`config.mk`:
```
export PLATFORM = sky130hd
export DESIGN_NAME = converter_user_config_regs
export DESIGN_NICKNAME = d
export VERILOG_FILES = /design/src/user_cfg_pkg.sv /design/src/converter_user_config_regs.sv
export VERILOG_INCLUDE_DIRS = /design/src /design/src/src
export SDC_FILE = /design/constraint.sdc
export NUM_CORES = 1
export LEC_CHECK = 0
export ABC_AREA = 1
export ABC_CLOCK_PERIOD_IN_PS = 3800
export BUFFER_PORTS_ARGS = -buffer_cell sky130_fd_sc_hd__buf_2
export CORE_ASPECT_RATIO = 1.4
export CORE_MARGIN = 2
export CORE_UTILIZATION = 54
export CTS_BUF_LIST = sky130_fd_sc_hd__clkbuf_8
export CTS_CLUSTER_DIAMETER = 60
export DETAILED_ROUTE_END_ITERATION = 16
export PLACE_DENSITY = 0.84
export SLEW_MARGIN = 20
export SYNTH_ARGS = -nofsm -noshare
export SYNTH_HDL_FRONTEND = slang
export SYNTH_SLANG_ARGS = --single-unit
```
`constraint.sdc`:
```
create_clock -name core_clk -period 3.8 [get_ports core_clk]
set_clock_uncertainty 0.1 [all_clocks]
set_input_delay 0.57 -clock core_clk [delete_from_list [all_inputs] [get_ports core_clk]]
set_output_delay 0.57 -clock core_clk [all_outputs]
set_load 0.05 [all_outputs]
```
`src/user_cfg_defines.svh`:
```
`ifndef USER_CFG_DEFINES_SVH
`define USER_CFG_DEFINES_SVH

`define CMD_FEATURE_CONFIG     8'hD1
`define CMD_INPUT_SENSE_IMP    8'hD2
`define CMD_PHASE_GROUP_CONFIG 8'hD3
`define CMD_GOOD_SIGNAL_DELAY  8'hD4
`define CMD_STARTUP_RAMP_GAIN  8'hD5
`define CMD_INDUCTANCE_VALUE   8'hD6
`define CMD_CAPTURE_FAULT_MASK 8'hD7

`define RST_INPUT_SENSE_IMP    16'hC200
`define RST_GOOD_SIGNAL_DELAY  16'hBA00
`define RST_STARTUP_RAMP_GAIN  8'h03
`define RST_INDUCTANCE_VALUE   16'hB133
`define RST_CAPTURE_FAULT_MASK 16'h0000

`define FC_MIN_DUTY_HI   15
`define FC_MIN_DUTY_LO   11
`define FC_MIN_DUTY_EN   7
`define FC_PRESET_SEL    5
`define FC_LOW_IDLE_HIGH 3
`define FC_GOOD_PUSHPULL 2
`define FC_EXT_TEMP_EN   1
`define FC_EXT_TEMP_FLT  0
`define FC_WRITABLE_MASK 16'hF8AF

`define PG_PHASE_ID_HI 15
`define PG_PHASE_ID_LO 13
`define PG_RAIL_ID_HI  12
`define PG_RAIL_ID_LO  8
`define PG_COUNT_HI    2
`define PG_COUNT_LO    0
`define PG_WRITABLE_MASK 16'hFF07
`define CFM_WRITABLE_MASK 16'h3CFF

`define PHASE_COUNT_FOUR 3'h3
`define PHASE_COUNT_TWO  3'h1
`define CORE_CLK_HZ      20000000
`define DUTY_DENOM       512

`endif

```
`src/user_cfg_pkg.sv`:
```
package user_cfg_pkg;
  typedef struct packed {
    logic       wr;
    logic [7:0] cmd;
    logic [15:0] data;
  } cfg_write_t;

  typedef struct packed {
    logic       ext_temp_enable;
    logic       ext_temp_faults;
    logic       good_push_pull;
    logic       preset_b_select;
    logic       min_duty_enable;
    logic [9:0] min_duty_num;
  } feature_ctrl_t;

  typedef enum logic [1:0] {
    RAMP_OFF  = 2'b00,
    RAMP_UP   = 2'b01,
    RAMP_GOOD = 2'b11
  } ramp_state_t;
endpackage : user_cfg_pkg

```
`src/converter_user_config_regs.sv`:
```
// Notes on behaviour
// - Bit 7 enables a minimum duty of 2*(bits15:11+1)/512; otherwise none.
// - Bit 5 picks the second voltage preset, zero picks the first.
// - While disabled outside four-phase mode, low-side drive follows bit 3: low for 0, high for 1.
// - Bit 2 makes the good pin push-pull, zero makes it open-drain.
// - Bit 1 enables the external temperature sensor input.
// - Bit 0 lets the external sensor decide temperature faults when bit 1 is also set.
// - Feature word resets to the decoded configuration strap value.
// - Sense impedance word is linear-11 milliohms, reset C200h.
// - Phase group: position 15:13, rail 12:8, phases minus one 2:0.
// - After reset rail field equals low five address strap bits, rest zero.
// - Phase offsets spread equally, derived from position and count.
// - Strap configuration fills the phase group word without host writes.
// - Good pin rises a programmed linear-11 millisecond delay after threshold.
// - Ramp gain is a global byte, reset 03h; smaller gain ramps slower.
// - Four-phase group ramps with adaptive loop off until good asserts.
// - Multiphase ramp: no soft-off; shutdown tri-states high side, low side low.
// - Two-phase standalone keeps adaptive loop on and normal ramps.
// - Inductance word is linear-11 microhenries, reset B133h.
// - Set mask bits stop their faults from triggering a snapshot.
// - Mask bit 0 stops output overvoltage from triggering a snapshot.
`include "user_cfg_defines.svh"
module converter_user_config_regs #(
  parameter int          CLK_HZ     = `CORE_CLK_HZ,
  parameter int unsigned TICK_DIV   = CLK_HZ / 1000
) (
  input  wire logic                        core_clk,
  input  wire logic                        resetn,
  input  wire user_cfg_pkg::cfg_write_t    cfg_wr,
  input  wire logic [7:0]                  rd_cmd,
  output logic      [15:0]                 rd_data,
  output logic                             rd_valid,
  input  wire logic                        strap_load,
  input  wire logic [15:0]                 strap_feature,
  input  wire logic [6:0]                  strap_address,
  input  wire logic                        output_enable,
  input  wire logic                        above_good_threshold,
  input  wire logic [15:0]                 fault_events,
  input  wire logic                        low_side_pwm_active,
  output logic                             low_side_drive,
  output logic                             high_side_drive_oe,
  output logic                             output_good_pin_o,
  output logic                             output_good_pin_oe,
  output logic                             adaptive_loop,
  output logic                             soft_off_allowed,
  output logic                             snapshot_trigger,
  output user_cfg_pkg::feature_ctrl_t      feature_ctrl,
  output logic [2:0]                       phase_slot,
  output logic [2:0]                       phase_slots_total,
  output logic [7:0]                       ramp_gain
);

  logic [15:0] feature_config_reg, feature_config_next;
  logic [15:0] input_sense_impedance_reg, input_sense_impedance_next;
  logic [15:0] phase_group_config_reg, phase_group_config_next;
  logic [15:0] good_signal_delay_reg, good_signal_delay_next;
  logic [7:0]  startup_ramp_gain_reg, startup_ramp_gain_next;
  logic [15:0] inductance_value_reg, inductance_value_next;
  logic [15:0] capture_fault_mask_reg, capture_fault_mask_next;
  logic        strap_sync1_reg, strap_sync_reg, strap_seen_reg, strap_seen_next;

  // Converts a linear-11 word to whole milliseconds, saturating at 1023.
  function automatic logic [9:0] lin11_to_ms(input logic [15:0] w);
    logic signed [4:0]  e;
    logic signed [10:0] m;
    logic [31:0]        v;
    e = w[15:11];
    m = w[10:0];
    v = 32'h0;
    if (m > 0)
    begin
      if (e >= 0)
        v = 32'(m) << e;
      else
        v = 32'(m) >> (-e);
    end
    lin11_to_ms = (v > 32'h3FF) ? 10'h3FF : v[9:0];
  endfunction : lin11_to_ms

  // Synchronises the strap-load request coming from the pin decoder.
  always_ff @(posedge core_clk or negedge resetn)
  begin
    if (!resetn)
    begin
      strap_sync1_reg <= 1'b0;
      strap_sync_reg  <= 1'b0;
    end
    else
    begin
      strap_sync1_reg <= strap_load;
      strap_sync_reg  <= strap_sync1_reg;
    end
  end

  // Register writes; the first strap load after reset fills feature and phase group words.
  always_comb
  begin
    feature_config_next        = feature_config_reg;
    input_sense_impedance_next = input_sense_impedance_reg;
    phase_group_config_next    = phase_group_config_reg;
    good_signal_delay_next     = good_signal_delay_reg;
    startup_ramp_gain_next     = startup_ramp_gain_reg;
    inductance_value_next      = inductance_value_reg;
    capture_fault_mask_next    = capture_fault_mask_reg;
    strap_seen_next            = strap_seen_reg | strap_sync_reg;
    if (strap_sync_reg && !strap_seen_reg)
    begin
      feature_config_next = strap_feature & `FC_WRITABLE_MASK;
      phase_group_config_next = {3'h0, strap_address[4:0], 8'h00};
    end
    else if (cfg_wr.wr)
    begin
      unique case (cfg_wr.cmd)
        `CMD_FEATURE_CONFIG:     feature_config_next = cfg_wr.data & `FC_WRITABLE_MASK;
        `CMD_INPUT_SENSE_IMP:    input_sense_impedance_next = cfg_wr.data;
        `CMD_PHASE_GROUP_CONFIG: phase_group_config_next = cfg_wr.data & `PG_WRITABLE_MASK;
        `CMD_GOOD_SIGNAL_DELAY:  good_signal_delay_next = cfg_wr.data;
        `CMD_STARTUP_RAMP_GAIN:  startup_ramp_gain_next = cfg_wr.data[7:0];
        `CMD_INDUCTANCE_VALUE:   inductance_value_next = cfg_wr.data;
        `CMD_CAPTURE_FAULT_MASK: capture_fault_mask_next = cfg_wr.data & `CFM_WRITABLE_MASK;
        default:                 strap_seen_next = strap_seen_reg | strap_sync_reg;
      endcase
    end
  end

  always_ff @(posedge core_clk or negedge resetn)
  begin
    if (!resetn)
    begin
      feature_config_reg        <= 16'h0000;
      input_sense_impedance_reg <= `RST_INPUT_SENSE_IMP;
      phase_group_config_reg    <= 16'h0000;
      good_signal_delay_reg     <= `RST_GOOD_SIGNAL_DELAY;
      startup_ramp_gain_reg     <= `RST_STARTUP_RAMP_GAIN;
      inductance_value_reg      <= `RST_INDUCTANCE_VALUE;
      capture_fault_mask_reg    <= `RST_CAPTURE_FAULT_MASK;
      strap_seen_reg            <= 1'b0;
    end
    else
    begin
      feature_config_reg        <= feature_config_next;
      input_sense_impedance_reg <= input_sense_impedance_next;
      phase_group_config_reg    <= phase_group_config_next;
      good_signal_delay_reg     <= good_signal_delay_next;
      startup_ramp_gain_reg     <= startup_ramp_gain_next;
      inductance_value_reg      <= inductance_value_next;
      capture_fault_mask_reg    <= capture_fault_mask_next;
      strap_seen_reg            <= strap_seen_next;
    end
  end

  // Read path answers one cycle after the command; unknown commands read zero.
  logic [15:0] rd_data_next;
  logic        rd_valid_next;
  always_comb
  begin
    rd_valid_next = 1'b1;
    unique case (rd_cmd)
      `CMD_FEATURE_CONFIG:     rd_data_next = feature_config_reg;
      `CMD_INPUT_SENSE_IMP:    rd_data_next = input_sense_impedance_reg;
      `CMD_PHASE_GROUP_CONFIG: rd_data_next = phase_group_config_reg;
      `CMD_GOOD_SIGNAL_DELAY:  rd_data_next = good_signal_delay_reg;
      `CMD_STARTUP_RAMP_GAIN:  rd_data_next = {8'h00, startup_ramp_gain_reg};
      `CMD_INDUCTANCE_VALUE:   rd_data_next = inductance_value_reg;
      `CMD_CAPTURE_FAULT_MASK: rd_data_next = capture_fault_mask_reg;
      default:
      begin
        rd_data_next  = 16'h0000;
        rd_valid_next = 1'b0;
      end
    endcase
  end

  // Power-good delay: millisecond ticks counted once above threshold.
  logic [31:0] tick_cnt_reg, tick_cnt_next;
  logic [9:0]  ms_cnt_reg, ms_cnt_next;
  logic        good_reg, good_next;
  logic        tick;
  assign tick = (tick_cnt_reg == TICK_DIV - 1);
  always_comb
  begin
    tick_cnt_next = tick ? 32'h0 : tick_cnt_reg + 32'h1;
    ms_cnt_next   = ms_cnt_reg;
    good_next     = good_reg;
    if (!above_good_threshold || !output_enable)
    begin
      tick_cnt_next = 32'h0;
      ms_cnt_next   = 10'h000;
      good_next     = 1'b0;
    end
    else if (ms_cnt_reg >= lin11_to_ms(good_signal_delay_reg))
      good_next = 1'b1;
    else if (tick)
      ms_cnt_next = ms_cnt_reg + 10'h001;
  end

  always_ff @(posedge core_clk or negedge resetn)
  begin
    if (!resetn)
    begin
      tick_cnt_reg <= 32'h0;
      ms_cnt_reg   <= 10'h000;
      good_reg     <= 1'b0;
    end
    else
    begin
      tick_cnt_reg <= tick_cnt_next;
      ms_cnt_reg   <= ms_cnt_next;
      good_reg     <= good_next;
    end
  end

  // Ramp mode state: four-phase groups hold the adaptive loop off until good.
  user_cfg_pkg::ramp_state_t ramp_reg, ramp_next;
  logic multi_mode;
  assign multi_mode = (phase_group_config_reg[`PG_COUNT_HI:`PG_COUNT_LO] == `PHASE_COUNT_FOUR);
  always_comb
  begin
    ramp_next = ramp_reg;
    unique case (ramp_reg)
      user_cfg_pkg::RAMP_OFF:  if (output_enable) ramp_next = user_cfg_pkg::RAMP_UP;
      user_cfg_pkg::RAMP_UP:
        if (!output_enable) ramp_next = user_cfg_pkg::RAMP_OFF;
        else if (good_reg) ramp_next = user_cfg_pkg::RAMP_GOOD;
      user_cfg_pkg::RAMP_GOOD: if (!output_enable) ramp_next = user_cfg_pkg::RAMP_OFF;
      default: ramp_next = user_cfg_pkg::RAMP_OFF;
    endcase
  end

  // Registered outputs.
  always_ff @(posedge core_clk or negedge resetn)
  begin
    if (!resetn)
    begin
      ramp_reg           <= user_cfg_pkg::RAMP_OFF;
      rd_data            <= 16'h0000;
      rd_valid           <= 1'b0;
      low_side_drive     <= 1'b0;
      high_side_drive_oe <= 1'b0;
      output_good_pin_o  <= 1'b0;
      output_good_pin_oe <= 1'b1;
      adaptive_loop      <= 1'b1;
      soft_off_allowed   <= 1'b1;
      snapshot_trigger   <= 1'b0;
      feature_ctrl       <= '0;
      phase_slot         <= 3'h0;
      phase_slots_total  <= 3'h1;
      ramp_gain          <= `RST_STARTUP_RAMP_GAIN;
    end
    else
    begin
      ramp_reg <= ramp_next;
      rd_data  <= rd_data_next;
      rd_valid <= rd_valid_next;
      if (output_enable)
        low_side_drive <= low_side_pwm_active;
      else if (multi_mode)
        low_side_drive <= 1'b0;
      else
        low_side_drive <= feature_config_reg[`FC_LOW_IDLE_HIGH];
      high_side_drive_oe <= output_enable | ~multi_mode;
      output_good_pin_o  <= good_reg;
      output_good_pin_oe <= feature_config_reg[`FC_GOOD_PUSHPULL] | ~good_reg;
      adaptive_loop <= ~multi_mode | (ramp_next == user_cfg_pkg::RAMP_GOOD);
      soft_off_allowed <= ~multi_mode;
      snapshot_trigger <= |(fault_events & ~capture_fault_mask_reg);
      feature_ctrl.ext_temp_enable <= feature_config_reg[`FC_EXT_TEMP_EN];
      feature_ctrl.ext_temp_faults <= feature_config_reg[`FC_EXT_TEMP_EN]
                                    & feature_config_reg[`FC_EXT_TEMP_FLT];
      feature_ctrl.good_push_pull  <= feature_config_reg[`FC_GOOD_PUSHPULL];
      feature_ctrl.preset_b_select <= feature_config_reg[`FC_PRESET_SEL];
      feature_ctrl.min_duty_enable <= feature_config_reg[`FC_MIN_DUTY_EN];
      feature_ctrl.min_duty_num <= feature_config_reg[`FC_MIN_DUTY_EN]
        ? {4'h0, feature_config_reg[`FC_MIN_DUTY_HI:`FC_MIN_DUTY_LO], 1'b0} + 10'h002
        : 10'h000;
      phase_slot <= phase_group_config_reg[`PG_PHASE_ID_HI:`PG_PHASE_ID_LO];
      phase_slots_total <= phase_group_config_reg[`PG_COUNT_HI:`PG_COUNT_LO] + 3'h1;
      ramp_gain <= startup_ramp_gain_reg;
    end
  end

  // Checks.
  property p_ls_idle;
    @(posedge core_clk) disable iff (!resetn)
    (!output_enable && !multi_mode) |=> low_side_drive == $past(feature_config_reg[3]);
  endproperty
  a_ls_idle: assert property (p_ls_idle) else $error("idle low side wrong");
  property p_mask;
    @(posedge core_clk) disable iff (!resetn)
    (fault_events == 16'h0001 && capture_fault_mask_reg[0]) |=> !snapshot_trigger;
  endproperty
  a_mask: assert property (p_mask) else $error("masked fault triggered");
  property p_snap;
    @(posedge core_clk) disable iff (!resetn)
    (|(fault_events & ~capture_fault_mask_reg)) |=> snapshot_trigger;
  endproperty
  a_snap: assert property (p_snap) else $error("snapshot missed");
  property p_loop;
    @(posedge core_clk) disable iff (!resetn)
    (ramp_reg == user_cfg_pkg::RAMP_UP && multi_mode && !good_reg) |=> !adaptive_loop;
  endproperty
  a_loop: assert property (p_loop) else $error("loop on during ramp");
  property p_two;
    @(posedge core_clk) disable iff (!resetn)
    !multi_mode |=> adaptive_loop && soft_off_allowed;
  endproperty
  a_two: assert property (p_two) else $error("standalone loop off");
  property p_good_drop;
    @(posedge core_clk) disable iff (!resetn)
    !above_good_threshold |=> ##1 !output_good_pin_o;
  endproperty
  a_good_drop: assert property (p_good_drop) else $error("good held");
  property p_od;
    @(posedge core_clk) disable iff (!resetn)
    (good_reg && !feature_config_reg[2]) |=> !output_good_pin_oe;
  endproperty
  a_od: assert property (p_od) else $error("open drain drove high");
  property p_duty;
    @(posedge core_clk) disable iff (!resetn)
    !feature_config_reg[7] |=> feature_ctrl.min_duty_num == 10'h000;
  endproperty
  a_duty: assert property (p_duty) else $error("min duty while off");
  c_good: cover property (@(posedge core_clk) $rose(output_good_pin_o));
  c_snap: cover property (@(posedge core_clk) $rose(snapshot_trigger));
  c_multi: cover property (@(posedge core_clk) multi_mode && $rose(adaptive_loop));
endmodule : converter_user_config_regs

```
==> run_results.csv, run 1 <==
group,metric,value,unit
synth,synthXorXnorAreaFrac,0.0144,
worst_setup_path,reg2reg_to,"ms_cnt_reg[9]$_DFFE_PN0P_",
synth,ys_warn_count,0,
global_route,met2_usage,0.500,
global_route,busiest_layer,"met2",
power,internal_power,2980,uW
clocking,cts_tree,"done",
place,port_buffers,119,
power,cellLeakagePower,0.00541,uW
final_layout,fillers,1469,
routing,wl_per_cell,16.8,um
synth,yosys.area.top_type,"dfrtp_1",
synth,syn_area,9660,um2
worst_setup_path,critical_path.most_common_cell,"nand2_1",
worst_setup_path,crit_family,"simple AND/OR/NAND/NOR gates",
timing,fin_ws,171,ps
global_route,grt_usage,0.292,
synth,async_reset_ff_frac,1.00,
routing,antenna_left,0,
power,swShare,0.322,
worst_setup_path,crit_fanout,8,
power,clkPwrFrac,0.301,
synth,synthSimpleGateAreaFrac,0.263,
routing,vias_per_cell,5.71,
global_route,grt_pass1_wl,42.9,mm
final_layout,synthToLayoutAreaGrowth,17.2,%
floorplanning,die_w,117,um
global_route,grt-ovfl-total,0,
synth,synth_area_leaders,"dfrtp_1 (42%), nand2_1 (13%), dfstp_2 (6.5%)",
final_layout,fin_area,11300,um2
synth,synth_top_family_by_area,"simple AND/OR/NAND/NOR gates",
timing,slew_viol_final,0,
synth,synth-seq-cells,187,
worst_setup_path,r2r_slack,170,ps
worst_setup_path,worstSetupEndpoint,"ms_cnt_reg[9]$_DFFE_PN0P_",
worst_setup_path,cp.arrival,3880,ps
worst_setup_path,cpPeakStageDelay,570,ps
synth,synth_cells,1212,
power,powerDensity,388,nW/um2
final_layout,nets,1450,
routing,drc_errors,0,
routing,vias,9161,
power,switching_power,1410,uW
clocking,htreeDepth,4,
job,maxCapViolCount,0,
clocking,root_buffer,"clkbuf_8",
final_layout,largest_register_ffs,32,
worst_setup_path,endpoint_kind,"flop",
routing,firstDrtPassIters,6,
routing,drt_iter0_drc,876,
global_route,grt_util_met1,0.335,
synth,synthAdderAreaFrac,0.0220,
timing,setup_violations,0,
timing,layout_min_cycle_time,3630,ps
synth,seq_area_frac_synth,0.488,
power,power_frac_comb,0.201,
place,post-place-ws,127,ps
floorplanning,initial_core_util,0.553,
worst_setup_path,worstSetupStartpointType,"flop",
final_layout,final_common_cell,"nand2_1",
timing,fmax,0.276,GHz
global_route,antenna_found_initial,0,
routing,wl,27.0,mm
floorplanning,die_y,162,um
worst_setup_path,crit_type,"reg -> reg",
worst_setup_path,path_depth,26,
power,ir_worst_vdd,0.000313,V
timing,rsz0062_at_grt,"true",
worst_setup_path,critPathLaunch,"good_signal_delay_reg[11]$_DFFE_PN1P_",
synth,synth_area_per_cell,7.97,um2
place,dp_hpwl,19.6,mm
place,placed_cell_area,10700,um2
power,seqPwrFrac,0.497,
global_route,grt_max_degree,97,
run_status,outcome,"completed",
worst_setup_path,worstPathRequired,4050,ps
synth,synth_compound_area_frac,0.144,
worst_setup_path,reg2reg_depth,26,
final_layout,antenna_cells,0,
synth,synth.area.mux_share,0,
floorplanning,dieArea,19000,um2
place,place_congestion,0.957,
synth,ys.flop_type,"dfrtp_1",
timing,slew_headroom,0.397,
hold_path,hold_path_class,"in -> async",
timing,hold_viol,0,
synth,synth_top_area_share,0.422,
final_layout,utilization,0.647,
clocking,cts.hold.buffers_added,0,
clocking,cts.clk_slew.worst_paths,100,ps
global_route,grt_pass1_vias,8834,
final_layout,drive_above_1_share,0.203,
final_layout,final_cell_mix,"nand2_1 (312), dfrtp_1 (163), buf_2 (118)",
synth,synth_edf_count,0,
power,power.total,4390,uW
floorplanning,pin_count,131,
worst_setup_path,slowest_stage,"dfstp_2",
floorplanning,num_rows,57,
floorplanning,coreArea,17500,um2
clocking,cts_made_buffers,17,
global_route,grtUsageMet3,0.0530,
clocking,clock_latency,470,ps
worst_setup_path,r2r-start,"good_signal_delay_reg[11]$_DFFE_PN1P_",
clocking,clk_path_buf_depth,2,
clocking,cts.sinks,187,
worst_setup_path,path_buf_inv,3,
synth,synth_cell_type_count,54,
timing,worst_pin_slew,898,ps
timing,fin_crit_sh,0.955,
cells in the mapped netlist, types with 5 or more instances:
| cell type | n |
|---|---|
| a221oi_1 | 8 |
| nor2_1 | 85 |
| nand2_1 | 326 |
| xor2_1 | 12 |
| inv_1 | 119 |
| nand3_1 | 84 |
| buf_2 | 9 |
| buf_4 | 5 |
| nand4_1 | 23 |
| a211oi_1 | 5 |
| dfrtp_1 | 163 |
| clkinv_1 | 5 |
| o21ai_0 | 123 |
| nor3_1 | 29 |
| o22ai_1 | 6 |
| a21oi_1 | 46 |
| ha_1 | 17 |
| or2_2 | 7 |
| o21ai_1 | 6 |
| dfstp_2 | 24 |
| a32o_1 | 8 |
| nor4_1 | 9 |
| and2_1 | 5 |
| nand2_2 | 5 |
| o211ai_1 | 15 |
| clkbuf_1 | 25 |
area by class of cell:
type	instances	area (um2)	area share
repair inverters	1	7.51	0.000664
inverters	126	479	0.0424
repair buffers	160	992	0.0877
clock buffers	19	262	0.0231
well taps	236	295	0.0261
flip-flops and latches	187	4710	0.416
clock inverters	13	134	0.0118
multi-input cells	862	4430	0.392
metrics by stage:
stage               hold slack, ps  std cells  TNS [ps]
global placement               236       1562         0
floorplan                      174       1215         0
global route                  74.2       1604      -729
detailed placement             239       1562         0
CTS                           79.0       1594         0
finish                        75.2       1604         0
metal layers:
metal / vias up / wire length [um]
met2: 416 / 14000
li1: 4332 / -
met5: - / 0
met1: 4316 / 9770
met3: 97 / 1700
met4: 0 / 1510
what timing repair did:
item                                   4_1_cts  5_1_grt
setup endpoints to repair                    0       11
buffers inserted                             0        7
gates resized for setup                      0       59
endpoints found under the hold margin        0        0
cells by family (layout without fill, tap and decap cells):
family,Yosys count,in the layout
xor+xnor,15,15
compound gates,239,239
fa+ha+maj,17,17
simple gates,587,587
buf+inv,166,319
other cells,1,4
flops,187,187
worst reg2reg max path, delay by kind of cell, from the launching register on:
family,cells,cell delay (ps)
buffers and inverters,3,260
AOI/OAI and AO/OA,7,680
and+or+nand+nor,13,1060
adders and majority gates,3,860
DFF,1,570
power groups by stage:
stage,Combinational [uW],Clock (uW),Sequential (uW)
after detailed placement,772,0,2220
after CTS,780,1340,2180
after global routing,983,1430,2200
after floorplan,404,0,2310
final,883,1320,2180
after global placement,761,0,2220
worst min path at each step:
stage | to | slack [ps] | depth (start not counted)
after floorplan | capture_fault_mask_reg[0]$_DFFE_PN0P_ | 170 | 0
after global placement | strap_sync_reg$_DFF_PN0_ | 240 | 0
after detailed placement | strap_sync_reg$_DFF_PN0_ | 240 | 0
after CTS | strap_sync1_reg$_DFF_PN0_ | 80 | 1
after global routing | strap_sync1_reg$_DFF_PN0_ | 70 | 1
final | tick_cnt_reg[18]$_DFF_PN0_ | 80 | 1
Power figures use the tool's default switching activity.
==> inputs of run 2 (changes only) <==
--- a/config.mk
+++ b/config.mk
@@ -9,7 +9,7 @@
 export ABC_AREA = 1
 export ABC_CLOCK_PERIOD_IN_PS = 3800
 export BUFFER_PORTS_ARGS = -buffer_cell sky130_fd_sc_hd__buf_2
-export CORE_ASPECT_RATIO = 1.4
+export CORE_ASPECT_RATIO = 1.25
 export CORE_MARGIN = 2
 export CORE_UTILIZATION = 54
 export CTS_BUF_LIST = sky130_fd_sc_hd__clkbuf_8
==> run 2 against run 1 <==
Clock-buffer cell count down 2. Global-route usage down 0.48 points. Highest routed layer unchanged. Register-to-register slack better by 110 ps. Sequential share of layout area up 0.58 points.
==> run_results.csv, run 2 (synthesized netlist as in run 1, its figures left out) <==
group,metric,value,unit
power,ir_worst_vdd,0.000287,V
final_layout,fin_cells,1592,
routing,vias_per_cell,5.67,
global_route,grt-ovfl-total,0,
run_status,outcome,"completed",
worst_setup_path,worstPathRequired,4050,ps
routing,vias,9032,
global_route,met2_usage,0.486,
timing,setup_violations,0,
final_layout,antenna_cells,0,
clocking,cts.hold.buffers_added,0,
place,port_buffers,119,
clocking,cts_made_buffers,17,
timing,layout_min_cycle_time,3520,ps
floorplanning,pin_count,131,
power,cellLeakagePower,0.00537,uW
worst_setup_path,crit_type,"reg -> reg",
final_layout,nets,1450,
routing,wl,26.4,mm
hold_path,hold_path_class,"in -> async",
place,dp_hpwl,19.4,mm
worst_setup_path,crit_family,"simple AND/OR/NAND/NOR gates",
clocking,cts.sinks,187,
timing,slew_viol_final,0,
timing,fmax,0.284,GHz
global_route,grt_util_met1,0.344,
timing,fin_crit_sh,0.925,
global_route,grt_max_degree,88,
worst_setup_path,path_buf_inv,3,
floorplanning,initial_core_util,0.552,
final_layout,synthToLayoutAreaGrowth,15.5,%
final_layout,fin_area,11200,um2
timing,slew_headroom,0.395,
place,placed_cell_area,10600,um2
clocking,clk_path_buf_depth,2,
routing,drt_iter0_drc,712,
clocking,clock_latency,470,ps
final_layout,final_cell_mix,"nand2_1 (320), dfrtp_1 (163), inv_1 (120)",
global_route,grt_usage,0.287,
worst_setup_path,slowest_stage,"dfstp_2",
worst_setup_path,critical_path.most_common_cell,"nand2_1",
floorplanning,dieArea,19000,um2
final_layout,drive_above_1_share,0.185,
global_route,grtUsageMet3,0.0467,
floorplanning,die_w,124,um
floorplanning,num_rows,54,
final_layout,utilization,0.638,
global_route,grt_pass1_wl,42.4,mm
global_route,grt_pass1_vias,8734,
worst_setup_path,cpPeakStageDelay,560,ps
routing,firstDrtPassIters,6,
routing,antenna_left,0,
worst_setup_path,cp.arrival,3760,ps
clocking,htreeDepth,4,
power,power.total,4280,uW
power,powerDensity,383,nW/um2
worst_setup_path,worstSetupStartpointType,"flop",
routing,drc_errors,0,
clocking,root_buffer,"clkbuf_8",
timing,hold_viol,0,
worst_setup_path,crit_fanout,20,
place,dp_cells,1552,
floorplanning,coreArea,17500,um2
worst_setup_path,endpoint_kind,"flop",
floorplanning,die_y,154,um
global_route,antenna_found_initial,0,
clocking,cts_tree,"done",
place,place_congestion,0.910,
clocking,cts.clk_slew.worst_paths,100,ps
timing,worst_pin_slew,906,ps
routing,wl_per_cell,16.6,um
timing,hold_ws,21.5,ps
job,maxCapViolCount,0,
global_route,busiest_layer,"met2",
final_layout,largest_register_ffs,32,
final_layout,final_common_cell,"nand2_1",
[run 2: cell count changes in the layout (fill, tap and decap cells not counted), moves of 3 or more]
cell,previous run,this run
a21oi_1,42,46
a21oi_2,4,0
buf_4,34,37
clkinv_8,1,4
clkinvlp_4,5,2
inv_1,117,120
nand2_1,312,320
nand2_2,17,11
o21ai_0,109,118
o21ai_2,8,1
[run 2: timing repair]
item | CTS | global route
setup endpoints to repair | 0 | 10
buffers inserted | 0 | 7
gates resized for setup | 0 | 22
[run 2: report_power, final]
part           switching [uW]  internal [uW]  total [uW]
clock network             804            489        1290
logic                     544            258         802
registers                78.8           2100        2180
[run 2: worst reg2reg max path: cells and delay by family (launching register included)]
| family | cells | cell delay [ps] |
|---|---|---|
| buffers and inverters | 3 | 310 |
| adders and majority gates | 3 | 770 |
| AOI/OAI and AO/OA | 6 | 790 |
| and+or+nand+nor | 13 | 880 |
| DFF | 1 | 560 |
[run 2: final timing paths]
kind	startpoint	end	slack (ps)	cells after the start
min in group core_clk	strap_load	strap_sync1_reg$_DFF_PN0_	90	1
hold / removal	resetn	tick_cnt_reg[13]$_DFF_PN0_	20	1
setup / recovery	good_signal_delay_reg[12]$_DFFE_PN1P_	ms_cnt_reg[5]$_DFFE_PN0P_	280	25
hold reg to reg	strap_sync1_reg$_DFF_PN0_	strap_sync_reg$_DFF_PN0_	280	0
setup reg to reg	good_signal_delay_reg[12]$_DFFE_PN1P_	ms_cnt_reg[5]$_DFFE_PN0P_	280	25
max in group asynchronous	resetn	startup_ramp_gain_reg[1]$_DFFE_PN1P_	2510	2
[run 2: layer usage]
metal | share of wire | vias up | wire length (um)
met1 | 0.39 | 4203 | 10300
met3 | 0.061 | 91 | 1610
met5 | 0 | - | 0
li1 | - | 4332 | -
met2 | 0.50 | 406 | 13100
met4 | 0.050 | 0 | 1330
[run 2: cell type report]
cell class | count | area (um2)
Clock buffer | 17 | 234
Clock inverter | 15 | 154
Fill cell | 1526 | 6340
Inverter | 126 | 477
Multi-Input combinational cell | 862 | 4360
Sequential cell | 187 | 4710
Tap cell | 224 | 280
Timing Repair Buffer | 160 | 938
Timing Repair inverter | 1 | 5.00
[run 2: metrics by stage]
step                setup TNS (ps)  worst slack [ps]
floorplan                        0               162
global placement                 0               212
detailed placement               0               154
CTS                              0               133
global route                 -3.80             -2.99
finish                           0               284
